### config.mk
export PLATFORM = sky130hd
export DESIGN_NAME = pmsc_top
export DESIGN_NICKNAME = d
export VERILOG_FILES = /design/src/rtl/pmsc_pkg.sv /design/src/rtl/pmsc_top.sv
export VERILOG_INCLUDE_DIRS = /design/src /design/src/rtl
export SDC_FILE = /design/constraint.sdc
export NUM_CORES = 1
export LEC_CHECK = 0
export BUFFER_PORTS_ARGS = -buffer_cell sky130_fd_sc_hd__buf_2
export CORE_MARGIN = 5
export CORE_UTILIZATION = 35
export CTS_CLUSTER_SIZE = 30
export DETAILED_ROUTE_END_ITERATION = 10
export PLACE_DENSITY = 0.65
export SETUP_SLACK_MARGIN = 0.3
export SLEW_MARGIN = 20
export SYNTH_ARGS = -nofsm -noshare
export SYNTH_HDL_FRONTEND = slang
export SYNTH_SLANG_ARGS = --single-unit
### constraint.sdc
create_clock -name pclk -period 4.3 [get_ports pclk]
set_input_delay 1.075 -clock pclk [delete_from_list [all_inputs] [get_ports pclk]]
set_output_delay 1.075 -clock pclk [all_outputs]
set_load 0.05 [all_outputs]
### src/rtl/pmsc_consts.svh
// pmsc_consts.svh: offsets, field positions and reset values of the power block
// assumes: included by bare name from the design file only
`ifndef PMSC_CONSTS_SVH
`define PMSC_CONSTS_SVH

// register byte offsets on the apb bus
`define PMSC_OFF_CTL1 8'h00
`define PMSC_OFF_CTL2 8'h04
`define PMSC_OFF_STS 8'h08
`define PMSC_OFF_MASK 8'h0C

// power_detect_control fields
`define PMSC_C1_FLAG 7
`define PMSC_C1_ACK 6
`define PMSC_C1_IRQ_EN 5
`define PMSC_C1_RST_EN 4
`define PMSC_C1_STOP_EN 3
`define PMSC_C1_EN 2

// power_warning_powerdown_control fields
`define PMSC_C2_WFLAG 7
`define PMSC_C2_WACK 6
`define PMSC_C2_DTRIP 5
`define PMSC_C2_WTRIP 4
`define PMSC_C2_PFLAG 3
`define PMSC_C2_PACK 2
`define PMSC_C2_PD_EN 1
`define PMSC_C2_PSEL 0

// event status layout, shared by status and mask
`define PMSC_EV_W 3
`define PMSC_EV_DETECT 0
`define PMSC_EV_WARN 1
`define PMSC_EV_PPD 2
`define PMSC_STS_STATE_LO 4

// reset values
`define PMSC_C1_RESET 4'h7
`define PMSC_EV_RESET 3'h0

`endif

### src/rtl/pmsc_pkg.sv
// pmsc_pkg: types shared by the power management status and control block
// assumes: constants come from pmsc_consts.svh
package pmsc_pkg;

  // stop state, gray coded along run -> stop -> full -> partial
  typedef enum logic [1:0] {
    PMSC_RUN = 2'h0,
    PMSC_STOP = 2'h1,
    PMSC_PD_FULL = 2'h3,
    PMSC_PD_PART = 2'h2
  } pmsc_state_e;

  typedef enum logic [2:0] {
    PMSC_SEL_CTL1 = 3'h0,
    PMSC_SEL_CTL2 = 3'h1,
    PMSC_SEL_STS = 3'h2,
    PMSC_SEL_MASK = 3'h3,
    PMSC_SEL_NONE = 3'h4
  } pmsc_sel_e;

  // software controls of the detect register
  typedef struct packed {
    logic irq_en;
    logic reset_en;
    logic stop_en;
    logic en;
  } pmsc_ctl1_s;

  // analog comparator outputs, high while the supply is below the trip
  typedef struct packed {
    logic detect_below_low;
    logic detect_below_high;
    logic warn_below_low;
    logic warn_below_high;
  } pmsc_cmp_s;

endpackage

### src/rtl/pmsc_top.sv
// pmsc_top: power management status and control, apb slave, low-voltage flags
// assumes: comparators are synchronous to pclk, por_n is low only at power-on
// How it works
// - detect flag bit 7 sets on a detect event while detection is enabled
// - writing 1 to bit 6 clears the detect flag; bit 6 reads 0
// - bit 5 set raises an interrupt while the detect flag is set
// - bit 4 and enable force chip reset while the detect flag is set
// - bit 3 keeps detection running in stop, otherwise stop disables it
// - bit 2 turns detection on and qualifies flag, reset and stop bits
// - write-once bits accept only the first write after any reset
// - warning flag sets when supply below warning trip, also after reset
// - warning ack clears the warning flag only if no warning is present
// - bit 5 of second register picks low or high detect trip point
// - bit 4 picks low warning trip at 0, high at 1
// - partial power down flag sets on exit from partial power down
// - writing 1 to bit 2 clears the partial power down flag
// - write-once bit 1 enables power down stop modes when set
// - write-once bit 0 picks partial over full power down when enabled
// - power-on reset clears all; other resets keep both trip selects
//
// Decided for this implementation: register access over APB and the address map.
`timescale 1ns/1ps
`include "pmsc_consts.svh"

module pmsc_top (
  input wire logic pclk,
  input wire logic presetn,
  input wire logic por_n,
  input wire logic psel,
  input wire logic penable,
  input wire logic pwrite,
  input wire logic [7:0] paddr,
  input wire logic [31:0] pwdata,
  output logic [31:0] prdata,
  output logic pready,
  output logic pslverr,
  input wire pmsc_pkg::pmsc_cmp_s cmp,
  input wire logic stop_req,
  input wire logic wake_evt,
  output logic irq,
  output logic lowv_reset,
  output logic detect_active,
  output logic detect_trip_select,
  output logic warning_trip_select,
  output pmsc_pkg::pmsc_state_e stop_mode
);

  function automatic pmsc_pkg::pmsc_sel_e reg_sel(input logic [7:0] a);
    case (a)
      `PMSC_OFF_CTL1: reg_sel = pmsc_pkg::PMSC_SEL_CTL1;
      `PMSC_OFF_CTL2: reg_sel = pmsc_pkg::PMSC_SEL_CTL2;
      `PMSC_OFF_STS: reg_sel = pmsc_pkg::PMSC_SEL_STS;
      `PMSC_OFF_MASK: reg_sel = pmsc_pkg::PMSC_SEL_MASK;
      default: reg_sel = pmsc_pkg::PMSC_SEL_NONE;
    endcase
  endfunction

  logic pready_q;
  logic pslverr_q;
  logic [31:0] prdata_q;
  pmsc_pkg::pmsc_ctl1_s ctl1_q;
  logic det_flag_q;
  logic wo1_done_q;
  logic wo2_done_q;
  logic det_trip_q;
  logic warn_trip_q;
  logic warn_flag_q;
  logic ppd_flag_q;
  logic pd_en_q;
  logic ppd_sel_q;
  logic [`PMSC_EV_W-1:0] sts_q;
  logic [`PMSC_EV_W-1:0] mask_q;
  logic [`PMSC_EV_W-1:0] ev;
  pmsc_pkg::pmsc_state_e state_q;
  logic irq_q;
  logic lowv_reset_q;
  logic det_active_q;
  pmsc_pkg::pmsc_ctl1_s ctl1_d;
  logic wo1_done_d;
  logic det_flag_d;
  logic warn_flag_d;
  logic ppd_flag_d;
  logic det_trip_d;
  logic warn_trip_d;
  logic pd_en_d;
  logic ppd_sel_d;
  logic wo2_done_d;
  logic [`PMSC_EV_W-1:0] mask_d;
  pmsc_pkg::pmsc_state_e state_d;
  logic irq_d;
  logic lowv_reset_d;

  logic access;
  logic done;
  logic wr;
  logic rd;
  pmsc_pkg::pmsc_sel_e sel;
  logic wr_ctl1;
  logic wr_ctl2;
  logic rd_sts;
  logic det_active;
  logic det_cmp;
  logic det_set;
  logic det_ack;
  logic warn_cmp;
  logic warn_ack;
  logic ppd_exit;
  logic ppd_ack;
  logic [7:0] ctl1_view;
  logic [7:0] ctl2_view;
  logic [31:0] rd_mux;

  // one wait state: pready rises in the second access cycle, writes land there
  assign access = psel & penable;
  assign done = access & pready_q;
  assign wr = done & pwrite;
  assign rd = done & ~pwrite;
  assign sel = reg_sel(paddr);
  assign wr_ctl1 = wr & (sel == pmsc_pkg::PMSC_SEL_CTL1);
  assign wr_ctl2 = wr & (sel == pmsc_pkg::PMSC_SEL_CTL2);
  assign rd_sts = rd & (sel == pmsc_pkg::PMSC_SEL_STS);

  // detection runs in run mode, and in any stop mode only if stop enable is set
  assign det_active = ctl1_q.en & ((state_q == pmsc_pkg::PMSC_RUN) | ctl1_q.stop_en);
  assign det_cmp = det_trip_q ? cmp.detect_below_high : cmp.detect_below_low;
  assign det_set = det_active & det_cmp;
  assign det_ack = wr_ctl1 & pwdata[`PMSC_C1_ACK];
  assign warn_cmp = warn_trip_q ? cmp.warn_below_high : cmp.warn_below_low;
  assign warn_ack = wr_ctl2 & pwdata[`PMSC_C2_WACK];
  assign ppd_ack = wr_ctl2 & pwdata[`PMSC_C2_PACK];
  assign ppd_exit = (state_q == pmsc_pkg::PMSC_PD_PART) & wake_evt;

  assign ctl1_view = {det_flag_q, 1'b0, ctl1_q.irq_en, ctl1_q.reset_en,
                      ctl1_q.stop_en, ctl1_q.en, 2'b00};
  assign ctl2_view = {warn_flag_q, 1'b0, det_trip_q, warn_trip_q,
                      ppd_flag_q, 1'b0, pd_en_q, ppd_sel_q};

  always_comb begin
    case (sel)
      pmsc_pkg::PMSC_SEL_CTL1: rd_mux = {24'h000000, ctl1_view};
      pmsc_pkg::PMSC_SEL_CTL2: rd_mux = {24'h000000, ctl2_view};
      pmsc_pkg::PMSC_SEL_STS: rd_mux = {26'h0000000, state_q, 1'b0, sts_q};
      pmsc_pkg::PMSC_SEL_MASK: rd_mux = {29'h00000000, mask_q};
      default: rd_mux = 32'h00000000;
    endcase
  end

  // read data is captured a cycle early so prdata already stands with pready
  always_ff @(posedge pclk or negedge presetn) begin
    if (!presetn) begin
      pready_q <= 1'b0;
      pslverr_q <= 1'b0;
      prdata_q <= 32'h00000000;
    end else begin
      pready_q <= access & ~pready_q;
      pslverr_q <= access & ~pready_q & (sel == pmsc_pkg::PMSC_SEL_NONE);
      if (access & ~pready_q & ~pwrite) begin
        prdata_q <= rd_mux;
      end
    end
  end

  // irq enable stays writable; the stop, reset and enable qualifiers lock once
  always_comb begin
    ctl1_d = ctl1_q;
    wo1_done_d = wo1_done_q;
    if (wr_ctl1) begin
      ctl1_d.irq_en = pwdata[`PMSC_C1_IRQ_EN];
      wo1_done_d = 1'b1;
      if (!wo1_done_q) begin
        ctl1_d.reset_en = pwdata[`PMSC_C1_RST_EN];
        ctl1_d.stop_en = pwdata[`PMSC_C1_STOP_EN];
        ctl1_d.en = pwdata[`PMSC_C1_EN];
      end
    end
  end

  always_ff @(posedge pclk or negedge presetn) begin
    if (!presetn) begin
      ctl1_q <= `PMSC_C1_RESET;
      wo1_done_q <= 1'b0;
    end else begin
      ctl1_q <= ctl1_d;
      wo1_done_q <= wo1_done_d;
    end
  end

  // each set term is applied after its clear, so an event wins over the ack
  always_comb begin
    det_flag_d = det_flag_q;
    warn_flag_d = warn_flag_q;
    ppd_flag_d = ppd_flag_q;
    if (det_ack | ~ctl1_q.en) begin
      det_flag_d = 1'b0;
    end
    if (det_set) begin
      det_flag_d = 1'b1;
    end
    if (warn_ack) begin
      warn_flag_d = 1'b0;
    end
    if (warn_cmp) begin
      warn_flag_d = 1'b1;
    end
    if (ppd_ack) begin
      ppd_flag_d = 1'b0;
    end
    if (ppd_exit) begin
      ppd_flag_d = 1'b1;
    end
  end

  always_ff @(posedge pclk or negedge presetn) begin
    if (!presetn) begin
      det_flag_q <= 1'b0;
    end else begin
      det_flag_q <= det_flag_d;
    end
  end

  // warning flag sets from the comparator from the first cycle after reset and holds until acked
  always_ff @(posedge pclk or negedge presetn) begin
    if (!presetn) begin
      warn_flag_q <= 1'b0;
    end else begin
      warn_flag_q <= warn_flag_d;
    end
  end

  always_ff @(posedge pclk or negedge presetn) begin
    if (!presetn) begin
      ppd_flag_q <= 1'b0;
    end else begin
      ppd_flag_q <= ppd_flag_d;
    end
  end

  // trip selects follow every write; power down controls lock after the first
  always_comb begin
    det_trip_d = det_trip_q;
    warn_trip_d = warn_trip_q;
    pd_en_d = pd_en_q;
    ppd_sel_d = ppd_sel_q;
    wo2_done_d = wo2_done_q;
    if (wr_ctl2) begin
      det_trip_d = pwdata[`PMSC_C2_DTRIP];
      warn_trip_d = pwdata[`PMSC_C2_WTRIP];
      wo2_done_d = 1'b1;
      if (!wo2_done_q) begin
        pd_en_d = pwdata[`PMSC_C2_PD_EN];
        ppd_sel_d = pwdata[`PMSC_C2_PSEL];
      end
    end
  end

  // trip selects survive every reset but power-on, so they sit on por_n alone
  always_ff @(posedge pclk or negedge por_n) begin
    if (!por_n) begin
      det_trip_q <= 1'b0;
      warn_trip_q <= 1'b0;
    end else begin
      det_trip_q <= det_trip_d;
      warn_trip_q <= warn_trip_d;
    end
  end

  always_ff @(posedge pclk or negedge presetn) begin
    if (!presetn) begin
      pd_en_q <= 1'b0;
      ppd_sel_q <= 1'b0;
      wo2_done_q <= 1'b0;
    end else begin
      pd_en_q <= pd_en_d;
      ppd_sel_q <= ppd_sel_d;
      wo2_done_q <= wo2_done_d;
    end
  end

  // stop entry picks a power down mode only when power down is enabled
  always_comb begin
    state_d = state_q;
    case (state_q)
      pmsc_pkg::PMSC_RUN: begin
        if (stop_req) begin
          if (!pd_en_q) begin
            state_d = pmsc_pkg::PMSC_STOP;
          end else if (ppd_sel_q) begin
            state_d = pmsc_pkg::PMSC_PD_PART;
          end else begin
            state_d = pmsc_pkg::PMSC_PD_FULL;
          end
        end
      end
      pmsc_pkg::PMSC_STOP,
      pmsc_pkg::PMSC_PD_FULL,
      pmsc_pkg::PMSC_PD_PART: begin
        if (wake_evt) begin
          state_d = pmsc_pkg::PMSC_RUN;
        end
      end
      default: state_d = pmsc_pkg::PMSC_RUN;
    endcase
  end

  always_ff @(posedge pclk or negedge presetn) begin
    if (!presetn) begin
      state_q <= pmsc_pkg::PMSC_RUN;
    end else begin
      state_q <= state_d;
    end
  end

  assign ev[`PMSC_EV_DETECT] = det_set & ~det_flag_q;
  assign ev[`PMSC_EV_WARN] = warn_cmp & ~warn_flag_q;
  assign ev[`PMSC_EV_PPD] = ppd_exit;

  // sticky event bits; a new event in the clearing read's cycle survives it
  genvar gi;
  generate
    for (gi = 0; gi < `PMSC_EV_W; gi = gi + 1) begin : g_sts
      always_ff @(posedge pclk or negedge presetn) begin
        if (!presetn) begin
          sts_q[gi] <= 1'b0;
        end else begin
          sts_q[gi] <= ev[gi] | (sts_q[gi] & ~rd_sts);
        end
      end
    end
  endgenerate

  // mask writes take the low event bits only; upper data bits are dropped
  always_comb begin
    mask_d = mask_q;
    if (wr & (sel == pmsc_pkg::PMSC_SEL_MASK)) begin
      mask_d = pwdata[`PMSC_EV_W-1:0];
    end
  end

  always_ff @(posedge pclk or negedge presetn) begin
    if (!presetn) begin
      mask_q <= `PMSC_EV_RESET;
    end else begin
      mask_q <= mask_d;
    end
  end

  // the detect request is a level on the flag, so it holds until acked
  always_comb begin
    irq_d = (|(sts_q & mask_q)) | (det_flag_q & ctl1_q.irq_en);
    lowv_reset_d = det_flag_q & ctl1_q.reset_en & ctl1_q.en;
  end

  // outputs leave from flops so the chip reset request never glitches
  always_ff @(posedge pclk or negedge presetn) begin
    if (!presetn) begin
      irq_q <= 1'b0;
      lowv_reset_q <= 1'b0;
      det_active_q <= 1'b0;
    end else begin
      irq_q <= irq_d;
      lowv_reset_q <= lowv_reset_d;
      det_active_q <= det_active;
    end
  end

  assign prdata = prdata_q;
  assign pready = pready_q;
  assign pslverr = pslverr_q;
  assign irq = irq_q;
  assign lowv_reset = lowv_reset_q;
  assign detect_active = det_active_q;
  assign detect_trip_select = det_trip_q;
  assign warning_trip_select = warn_trip_q;
  assign stop_mode = state_q;

endmodule

==> results of run 1 <==
==> power groups by stage <==
stage,sequential (uW),combinational (uW),clock (uW)
5_1_grt,318,113,317
3_5_place_dp,323,105,0
3_3_place_gp,323,105,0
4_1_cts,317,106,305
6_report,317,105,296
2_1_floorplan,333,86.4,0
==> worst min-delay path by stage <==
| stage | start | endpoint | depth (start not counted) |
|---|---|---|---|
| 3_5_place_dp | wo2_done_q | wo2_done_q | 1 |
| 3_3_place_gp | wo2_done_q | wo2_done_q | 1 |
| 5_1_grt | wo2_done_q | wo2_done_q | 1 |
| 2_1_floorplan | wo2_done_q | wo2_done_q | 1 |
| 4_1_cts | wo2_done_q | wo2_done_q | 1 |
| 6_report | wo2_done_q | wo2_done_q | 1 |
==> registers in the layout, indices dropped and copies added, names as in the netlist, 2 cells and up <==
| signal | count |
|---|---|
| mask_q | 3 |
| ctl1_q | 4 |
| stop_mode | 2 |
| sts_q | 3 |
| prdata | 7 |
==> stage by stage <==
stage	total power (uW)	setup slack [ns]
after floorplan	419.4	1.588
after global placement	427.8	1.408
after detailed placement	428.5	1.406
after CTS	727.8	1.711
after global routing	747.1	1.677
final	718.7	1.704
==> per-layer routing <==
metal	up-vias	share of wire, %	track usage [%]
li1	595	-	-
met4	0	2.3	6.081
met3	8	6.7	4.036
met1	587	44	13.79
met2	36	47	17.22
met5	-	0	0
==> critical path, stage by stage <==
cell and delay [ns]:
buf_2 0.10, or4_4 0.61, or4_1 0.67, mux2_2 0.32
==> cell usage in the layout (no fill, tap or decap), drive strengths merged, types with 3 or more instances in the layout <==
master	n
or4	3
buf	42
o21ai	9
conb	25
mux2i	3
mux2	17
a22oi	6
inv	8
dfstp	3
nor4	4
nand2	14
dfrtp	30
clkbuf	7
nor2	3
nand2b	3
==> cells by family after synthesis <==
group / Yosys count / synth area share, %
AO/OA/AOI/OAI: 25 / 9.544
buffers and inverters: 39 / 14.32
flip-flops: 33 / 47.94
multiplexers: 20 / 13.23
other: 1 / 0.2167
AND/OR/NAND/NOR: 42 / 14.75
==> area by class of cell <==
class                      instances  area [um2]
timing repair buffer              42       210.2
inverter                           8       30.03
tap                               67       83.83
sequential                        33       829.5
clock inverter                     1       30.03
clock buffer                       7       86.33
fill                             514        2741
multi-input combinational        112       743.2
==> run_results.csv, run 1 <==
group,metric,value,unit
detailed_routing,wirelength,3.586,mm
min_path,hold_path.class,"flip-flop to flip-flop",
global_route,grtUsageTotal,11.27,%
timing,finClkSkew,0.01040,ns
run_status,outcome,"complete, no violations",
layout,area_delta_synth_final,16.34,%
detailed_routing,post_drt_wl_per_cell,13.28,um
global_route,grt_first_pass_wirelength,5.416,mm
job,max_cap_viol_count,0,
timing,timing.fmax,385.1,MHz
power_and_ir_drop,net-switching-power,194.9,uW
timing,rsz0062_at_grt,"false",
setup_path,reg2regPathDepth,3,
synthesis,most_instantiated_cells_after_synthesis,"30 x dfrtp_1, 25 x buf_4, 15 x mux2_2, 14 x nand2_1, 9 x o21ai_0",
detailed_routing,drt_iter0_markers,45,
die,initial_core_util,36.39,%
synthesis,synthesis_warning_total,0,
layout,design.final.nets,254,
clocking,postCtsSetupRepairBufs,0,
layout,final_layout_size_suffix_gt1_share,36.95,%
timing,finalSetupViolCount,0,
synthesis,post_synth.cell_area_avg,10.82,um2
power_and_ir_drop,seq_power_share,44.1,%
layout,antenna_cells_inserted,0,
power_and_ir_drop,worst_ir_drop_vdd,183.3,uV
place,input_output_buffers,42,
synthesis,syn-instance-count,160,
place,place.gp.congestion,0.7793,
detailed_routing,viasPerCell,4.541,
clocking,numCtsBuffers,5,
setup_path,rr_startpoint,"pready",
setup_path,cp-startpoint,"paddr[1]",
setup_path,critical_path_at,2.77,ns
layout,utilization,42.34,%
detailed_routing,remaining_drc_errors,0,
synthesis,post_synth_cell_types,34,
timing,finalWorstPathRequiredPeriod,2.596,ns
setup_path,worst_ep_required_time,4.47,ns
place,dp_hpwl,2.851,mm
setup_path,setup.worst_path.start_class,"primary input",
clocking,clk_pin_slew_worst_paths,0.07,ns
timing,hold_ws,0.4596,ns
timing,layout_worst_path_cycle_share,60.38,%
global_route,grt_pass1_vias,1165,
power_and_ir_drop,clock_power_share,41.2,%
timing,slew_headroom,55.91,%
synthesis,ffs_latches_synth,33,
die,die_area,6451,um2
place,numPlacedInstances,262,
detailed_routing,ant_nets,0,
power_and_ir_drop,total_leakage_power,0.001038,uW
clocking,tritoncts,"done",
die,die_width,80.32,um
die,io_pins,93,
synthesis,synthDominantCellAreaShare,43.38,%
setup_path,worstSetupEndpoint,"detect_trip_select",
synthesis,synth.most_common_cell,"dfrtp_1",
global_route,global_route.overflow_total,0,
synthesis,synth_edf_count,0,
detailed_routing,vias,1226,
clocking,cts_root_buf,"clkbuf_8",
clocking,ctsLongestPathBuffers,2,
power_and_ir_drop,power_density,357.0,nW/um2
setup_path,critPathCaptureType,"flip-flop",
synthesis,yosysTopAreaCell,"dfrtp_1",
timing,worst_pin_slew,0.6614,ns
synthesis,netlist_area,1730,um2
place,placed_area,1897,um2
synthesis,async_flop_share,100.0,%
synthesis,yosysSeqAreaShare,47.94,%
synthesis,synthTopCellsByArea,"dfrtp_1 43%, buf_4 11%, mux2_2 9.8%",
die,coreArea,4755,um2
setup_path,regToRegEndpoint,"detect_trip_select",
setup_path,r2r_setup_slack,2.58,ns
clocking,cts.sinks,33,
global_route,antenna_found_initial,0,
global_route,grt_max_degree,32,
clocking,htree_num_levels,2,
timing,timing.setup.tns,0,ns
setup_path,timing_worst_setup_path_type,"primary input to flip-flop",
timing,timing_max_transition_violations_final,0,
die,die-height,80.32,um
synthesis,ys_dominant_reg_cell,"dfrtp_1",
clocking,clk-insertion-delay-late,0.29,ns
power_and_ir_drop,p_comb_share,14.7,%
layout,final_cells,270,
power_and_ir_drop,power_report.internal_total,523.8,uW
clocking,number_of_buffers_inserted_by_hold_repair_at_cts,0,
power_and_ir_drop,swShare,27.11,%
setup_path,worst-path-max-fanout,11,
die,row_count,25,
layout,final_design_area_no_fill,2013,um2
clocking,post_cts_resize_count,0,
detailed_routing,drt_pre_antenna_iters,4,
timing,final_hold_vios,0,
No activity file was read; power rests on OpenSTA's default activity.
==> run 2, diff against run 1 <==
--- a/config.mk
+++ b/config.mk
@@ -6,12 +6,12 @@
 export SDC_FILE = /design/constraint.sdc
 export NUM_CORES = 1
 export LEC_CHECK = 0
+export ABC_AREA = 1
 export BUFFER_PORTS_ARGS = -buffer_cell sky130_fd_sc_hd__buf_2
 export CORE_MARGIN = 5
 export CORE_UTILIZATION = 35
 export CTS_CLUSTER_SIZE = 30
 export DETAILED_ROUTE_END_ITERATION = 10
-export PLACE_DENSITY = 0.65
 export SETUP_SLACK_MARGIN = 0.3
 export SLEW_MARGIN = 20
 export SYNTH_ARGS = -nofsm -noshare
==> constraint.sdc (replaced) <==
create_clock -name pclk -period 2.4 [get_ports pclk]
set_input_delay 0.6 -clock pclk [delete_from_list [all_inputs] [get_ports pclk]]
set_output_delay 0.6 -clock pclk [all_outputs]
set_load 0.05 [all_outputs]
==> run_results.csv, run 2 <==
group,metric,value,unit
setup_path,regToRegEndpoint,"warn_flag_q",
detailed_routing,drt_iter0_markers,58,
clocking,htree_num_levels,2,
die,die_width,81.00,um
timing,rsz0062_at_grt,"false",
timing,layout_worst_path_cycle_share,67.36,%
synthesis,synth_edf_count,0,
synthesis,synthDominantCellAreaShare,42.55,%
layout,fill_cells,522,
synthesis,async_flop_share,100.0,%
place,dp_hpwl,3.175,mm
layout,mostFrequentLayoutCells,"62 x nand2_1, 42 x buf_2, 30 x dfrtp_1, 27 x nand3_1, 25 x conb_1",
synthesis,post_synth_cell_types,24,
timing,postLayoutSetupSlackWorst,0.7833,ns
timing,slew_headroom,52.46,%
clocking,cts_root_buf,"clkbuf_8",
setup_path,path_delay_family,"flip-flops",
place,place.gp.congestion,0.7993,
global_route,global_route.overflow_total,0,
synthesis,most_instantiated_cells_after_synthesis,"62 x nand2_1, 30 x dfrtp_1, 27 x nand3_1, 26 x buf_4, 22 x inv_1",
clocking,ctsLongestPathBuffers,2,
timing,final_hold_vios,0,
clocking,number_of_buffers_inserted_by_hold_repair_at_cts,0,
die,io_pins,93,
timing,hold_ws,0.08746,ns
synthesis,ys_dominant_reg_cell,"dfrtp_1",
setup_path,chain_of_cells_forming_the_critical_path,"buf_2",
setup_path,critical_path_at,1.02,ns
clocking,post_cts_resize_count,0,
detailed_routing,viasPerCell,4.245,
run_status,outcome,"complete, no violations",
synthesis,post_synth.cell_area_avg,8.168,um2
detailed_routing,post_drt_wl_per_cell,12.00,um
synthesis,synth.most_common_cell,"nand2_1",
clocking,cts.sinks,33,
timing,worst_pin_slew,0.7131,ns
setup_path,cpMaxStageDelayCell,"dfrtp_1",
die,initial_core_util,36.62,%
setup_path,worst_ep_required_time,1.80,ns
synthesis,ffs_latches_synth,33,
detailed_routing,vias,1405,
clocking,tritoncts,"done",
die,die_area,6560,um2
setup_path,critPathCaptureType,"output pin",
layout,most_common_cell_after_layout_fill_and_taps_aside,"nand2_1",
synthesis,synthTopCellsByArea,"dfrtp_1 43%, nand2_1 13%, buf_4 11%",
layout,antenna_cells_inserted,0,
timing,finClkSkew,0.004057,ns
setup_path,rr_startpoint,"pready",
clocking,clk_pin_slew_worst_paths,0.07,ns
timing,finalSetupViolCount,0,
timing,finalWorstPathRequiredPeriod,1.617,ns
setup_path,timing_worst_setup_path_type,"flip-flop to output pin",
timing,timing.setup.tns,0,ns
detailed_routing,wirelength,3.971,mm
timing,timing.fmax,618.6,MHz
job,max_cap_viol_count,0,
place,dp_worst_setup_slack,0.7023,ns
layout,largest_register_ff_count,7,
clocking,numCtsBuffers,5,
layout,utilization,42.65,%
global_route,grt_first_pass_wirelength,6.382,mm
detailed_routing,remaining_drc_errors,0,
global_route,grt_pass1_vias,1419,
synthesis,synthesis_warning_total,0,
detailed_routing,ant_nets,0,
die,die-height,81.00,um
layout,final_layout_size_suffix_gt1_share,25.76,%
layout,design.final.nets,315,
synthesis,netlist_area,1764,um2
clocking,clk-insertion-delay-late,0.28,ns
detailed_routing,drt_pre_antenna_iters,4,
layout,area_delta_synth_final,16.45,%
synthesis,syn-instance-count,216,
power_and_ir_drop,total_leakage_power,0.001182,uW
die,row_count,25,
power_and_ir_drop,power_density,623.9,nW/um2
setup_path,reg2regPathDepth,5,
setup_path,worst-path-max-fanout,4,
global_route,grtUsageTotal,13.07,%
timing,timing_max_transition_violations_final,0,
place,input_output_buffers,42,
setup_path,crit_buf_inv,1,
power_and_ir_drop,fin_total_pwr,1282,uW
clocking,postCtsSetupRepairBufs,0,
synthesis,yosysSeqAreaShare,47.02,%
power_and_ir_drop,worst_ir_drop_vdd,322.0,uV
synthesis,yosysTopAreaCell,"dfrtp_1",
setup_path,setup.worst_path.start_class,"flip-flop",
setup_path,critical_path.max_stage_delay,0.43,ns
global_route,grt_max_degree,32,
setup_path,r2r_setup_slack,1.08,ns
min_path,hold_path.class,"primary input to asynchronous set/reset pin",
die,coreArea,4817,um2
global_route,antenna_found_initial,0,
-- run 2: cell types whose count changed in the layout (fill, tap and decap cells not counted), sizes merged, moves of 4 or more --
cell / previous run / this run
mux2: 17 / 1
nand3: 2 / 28
inv: 8 / 23
nor4: 4 / 0
a22oi: 6 / 1
o21ai: 9 / 15
nand2: 14 / 65
nor2: 3 / 15
-- run 2: power by group --
group | internal (uW) | leakage (uW) | switching, uW | total, uW
clock network | 259 | 0.0000542 | 200 | 460
registers | 572 | 0.000411 | 15.4 | 587
logic | 41.7 | 0.000717 | 193 | 235
-- run 2: worst max-delay path by stage --
| stage | startpoint | end | slack, ns | depth (start not counted) |
|---|---|---|---|---|
| 4_1_cts | detect_trip_select | detect_trip_select | 0.76 | 1 |
| 2_1_floorplan | pready | ppd_flag_q | 0.87 | 5 |
| 3_3_place_gp | paddr[0] | sts_q[1] | 0.71 | 7 |
| 5_1_grt | detect_trip_select | detect_trip_select | 0.73 | 1 |
| 3_5_place_dp | paddr[0] | sts_q[1] | 0.70 | 7 |
| 6_report | detect_trip_select | detect_trip_select | 0.78 | 1 |
-- run 2: cell families (layout without fill, tap and decap cells) --
logic type             after synthesis  after routing  share of synthesized area, %
AO/OA/AOI/OAI                       17             17                         4.964
buffers and inverters               50             74                         16.24
flip-flops                          33             33                         47.02
multiplexers                         2              2                         1.206
other                                1             25                        0.2126
AND/OR/NAND/NOR                    113            113                         30.35
-- run 2: cell type report --
type / instances / area, um2 / share of cell area [%]
Multi-Input combinational cell: 157 / 738.2 / 35.93
Clock inverter: 1 / 5.005 / 0.2436
Inverter: 24 / 91.34 / 4.446
Clock buffer: 7 / 96.34 / 4.689
Tap cell: 67 / 83.83 / 4.080
Sequential cell: 33 / 829.5 / 40.38
Timing Repair Buffer: 42 / 210.2 / 10.23
-- run 2: per-stage QoR --
stage | area [um2] | cells
after floorplan | 1854 | 240
after global placement | 1953 | 323
after detailed placement | 1953 | 323
after CTS | 2054 | 331
after global routing | 2054 | 331
final | 2054 | 331
-- run 2: layer usage --
layer | part of all wire (%) | routed length (um) | global-route usage, % | vias up
met5 | 0 | 0 | 0 | -
li1 | - | - | - | 728
met1 | 48 | 1911 | 16.90 | 627
met3 | 5.6 | 224 | 3.437 | 6
met4 | 1.6 | 63 | 6.419 | 0
met2 | 45 | 1772 | 20.20 | 44
==> run 3, diff against run 2 <==
==> constraint.sdc (replaced) <==
create_clock -name pclk -period 1.7 [get_ports pclk]
set_input_delay 0.425 -clock pclk [delete_from_list [all_inputs] [get_ports pclk]]
set_output_delay 0.425 -clock pclk [all_outputs]
set_load 0.05 [all_outputs]
==> run_results.csv, run 3 (same netlist as run 2, synthesis figures left out) <==
group,metric,value,unit
run_status,outcome,"complete, no violations",
place,placed_area,1997,um2
timing,timing.fmax,731.6,MHz
global_route,fraction_of_met2_tracks_used_by_global_routing,19.70,%
setup_path,reg2regPathDepth,5,
power_and_ir_drop,p_comb_share,20.2,%
setup_path,critPathCaptureType,"output pin",
power_and_ir_drop,clock_power_share,31.7,%
layout,mostFrequentLayoutCells,"62 x nand2_1, 38 x buf_2, 27 x dfrtp_1, 26 x nand3_1, 25 x conb_1",
timing,finClkSkew,0.004839,ns
detailed_routing,ant_nets,0,
layout,most_common_cell_after_layout_fill_and_taps_aside,"nand2_1",
global_route,grtUsageTotal,13.01,%
clocking,ctsLongestPathBuffers,2,
die,die-height,81.00,um
power_and_ir_drop,swShare,32.20,%
timing,final_hold_vios,0,
place,dp_worst_setup_slack,0.2103,ns
layout,area_delta_synth_final,19.72,%
die,row_count,25,
power_and_ir_drop,power_report.internal_total,1172,uW
detailed_routing,drt_iter0_markers,71,
global_route,grt_pass1_vias,1392,
clocking,cts_root_buf,"clkbuf_8",
global_route,busiest_layer,"met2",
layout,final_layout_size_suffix_gt1_share,27.41,%
detailed_routing,viasPerCell,4.300,
global_route,global_route.overflow_total,0,
setup_path,r2r_setup_slack,0.46,ns
power_and_ir_drop,total_leakage_power,0.001197,uW
die,initial_core_util,36.62,%
power_and_ir_drop,net-switching-power,556.3,uW
clocking,clk_pin_slew_worst_paths,0.06,ns
timing,timing_max_transition_violations_final,0,
clocking,numCtsBuffers,5,
clocking,htree_num_levels,2,
setup_path,cpMaxStageDelayCell,"dfrtp_1",
setup_path,setup.worst_path.start_class,"flip-flop",
layout,final_design_area_no_fill,2112,um2
place,dp_hpwl,3.148,mm
global_route,antenna_found_initial,0,
clocking,cts.sinks,33,
global_route,gr_util_met1,17.19,%
clocking,tritoncts,"done",
detailed_routing,drt_pre_antenna_iters,5,
clocking,clk-insertion-delay-late,0.28,ns
timing,finalSetupViolCount,0,
timing,finalWorstPathRequiredPeriod,1.367,ns
layout,sequential_cell_area_in_the_final_layout,833.3,um2
setup_path,timing_worst_setup_path_type,"flip-flop to output pin",
setup_path,worst_ep_required_time,1.27,ns
global_route,grt_max_degree,17,
power_and_ir_drop,power_density,818.1,nW/um2
power_and_ir_drop,seq_power_share,48.1,%
timing,postLayoutSetupSlackWorst,0.3331,ns
layout,fill_cells,512,
place,place.gp.congestion,0.8958,
die,io_pins,93,
detailed_routing,post_drt_wl_per_cell,11.74,um
setup_path,critical_path_at,0.94,ns
layout,antenna_cells_inserted,0,
timing,rsz0062_at_grt,"false",
job,max_cap_viol_count,0,
min_path,hold_path.class,"primary input to asynchronous set/reset pin",
setup_path,path_delay_family,"flip-flops",
global_route,met3_track_demand_over_resource,3.991,%
layout,largest_register_ff_count,7,
detailed_routing,vias,1449,
layout,area_of_the_multi_input_gates,743.2,um2
setup_path,chain_of_cells_forming_the_critical_path,"clkbuf_4",
timing,layout_worst_path_cycle_share,80.40,%
global_route,grt_first_pass_wirelength,6.465,mm
setup_path,worst-path-max-fanout,4,
setup_path,crit_buf_inv,1,
detailed_routing,wirelength,3.955,mm
detailed_routing,remaining_drc_errors,0,
setup_path,critical_path.max_stage_delay,0.41,ns
place,input_output_buffers,42,
die,coreArea,4817,um2
setup_path,cp_depth,1,
layout,utilization,43.84,%
die,die_width,81.00,um
timing,timing.setup.tns,0,ns
power_and_ir_drop,worst_ir_drop_vdd,534.3,uV
layout,design.final.nets,321,
timing,hold_ws,0.05584,ns
die,die_area,6560,um2
[run 3: final timing paths]
kind | startpoint | to
min | presetn | prdata[7]
min reg2reg | pready | pready
max reg2reg | pready | warn_flag_q
min in group pclk | pwdata[3] | ctl1_q[1]
max | stop_mode[0] | stop_mode[0]
max in group asynchronous | por_n | warning_trip_select
[run 3: cell type report]
class                      instances  share of cell area, %
sequential                        33                  39.45
inverter                          24                  4.325
tap                               67                  3.969
timing repair buffer              48                  13.27
clock buffer                       8                  3.791
multi-input combinational        157                  35.19
[run 3: layer usage]
layer / routed length [um] / part of all wire [%]
met4: 84 / 2.1
met2: 1756 / 44
met3: 304 / 7.7
met5: 0 / 0
met1: 1810 / 46
[run 3: through the flow]
stage	instances	total power, uW
after floorplan	240	1131
after global placement	327	1180
after detailed placement	327	1184
after CTS	336	1734
after global routing	337	1804
final	337	1728
[run 3: power by group through the flow]
| stage | registers (uW) | logic [uW] | clock network (uW) |
|---|---|---|---|
| floorplan | 895 | 237 | 0 |
| global placement | 843 | 337 | 0 |
| detailed placement | 843 | 340 | 0 |
| CTS | 829 | 343 | 562 |
| global route | 832 | 376 | 595 |
| finish | 831 | 349 | 548 |
[run 3: timing repair]
| action | CTS | global route |
|---|---|---|
| endpoints found under the hold margin | 2 | 0 |
| resized for setup | 3 | 5 |
| buffers inserted | 0 | 1 |
| pin swaps | 0 | 1 |
| gates cloned | 0 | 0 |
| setup endpoints to repair | 3 | 8 |
| hold buffers | 1 | 0 |
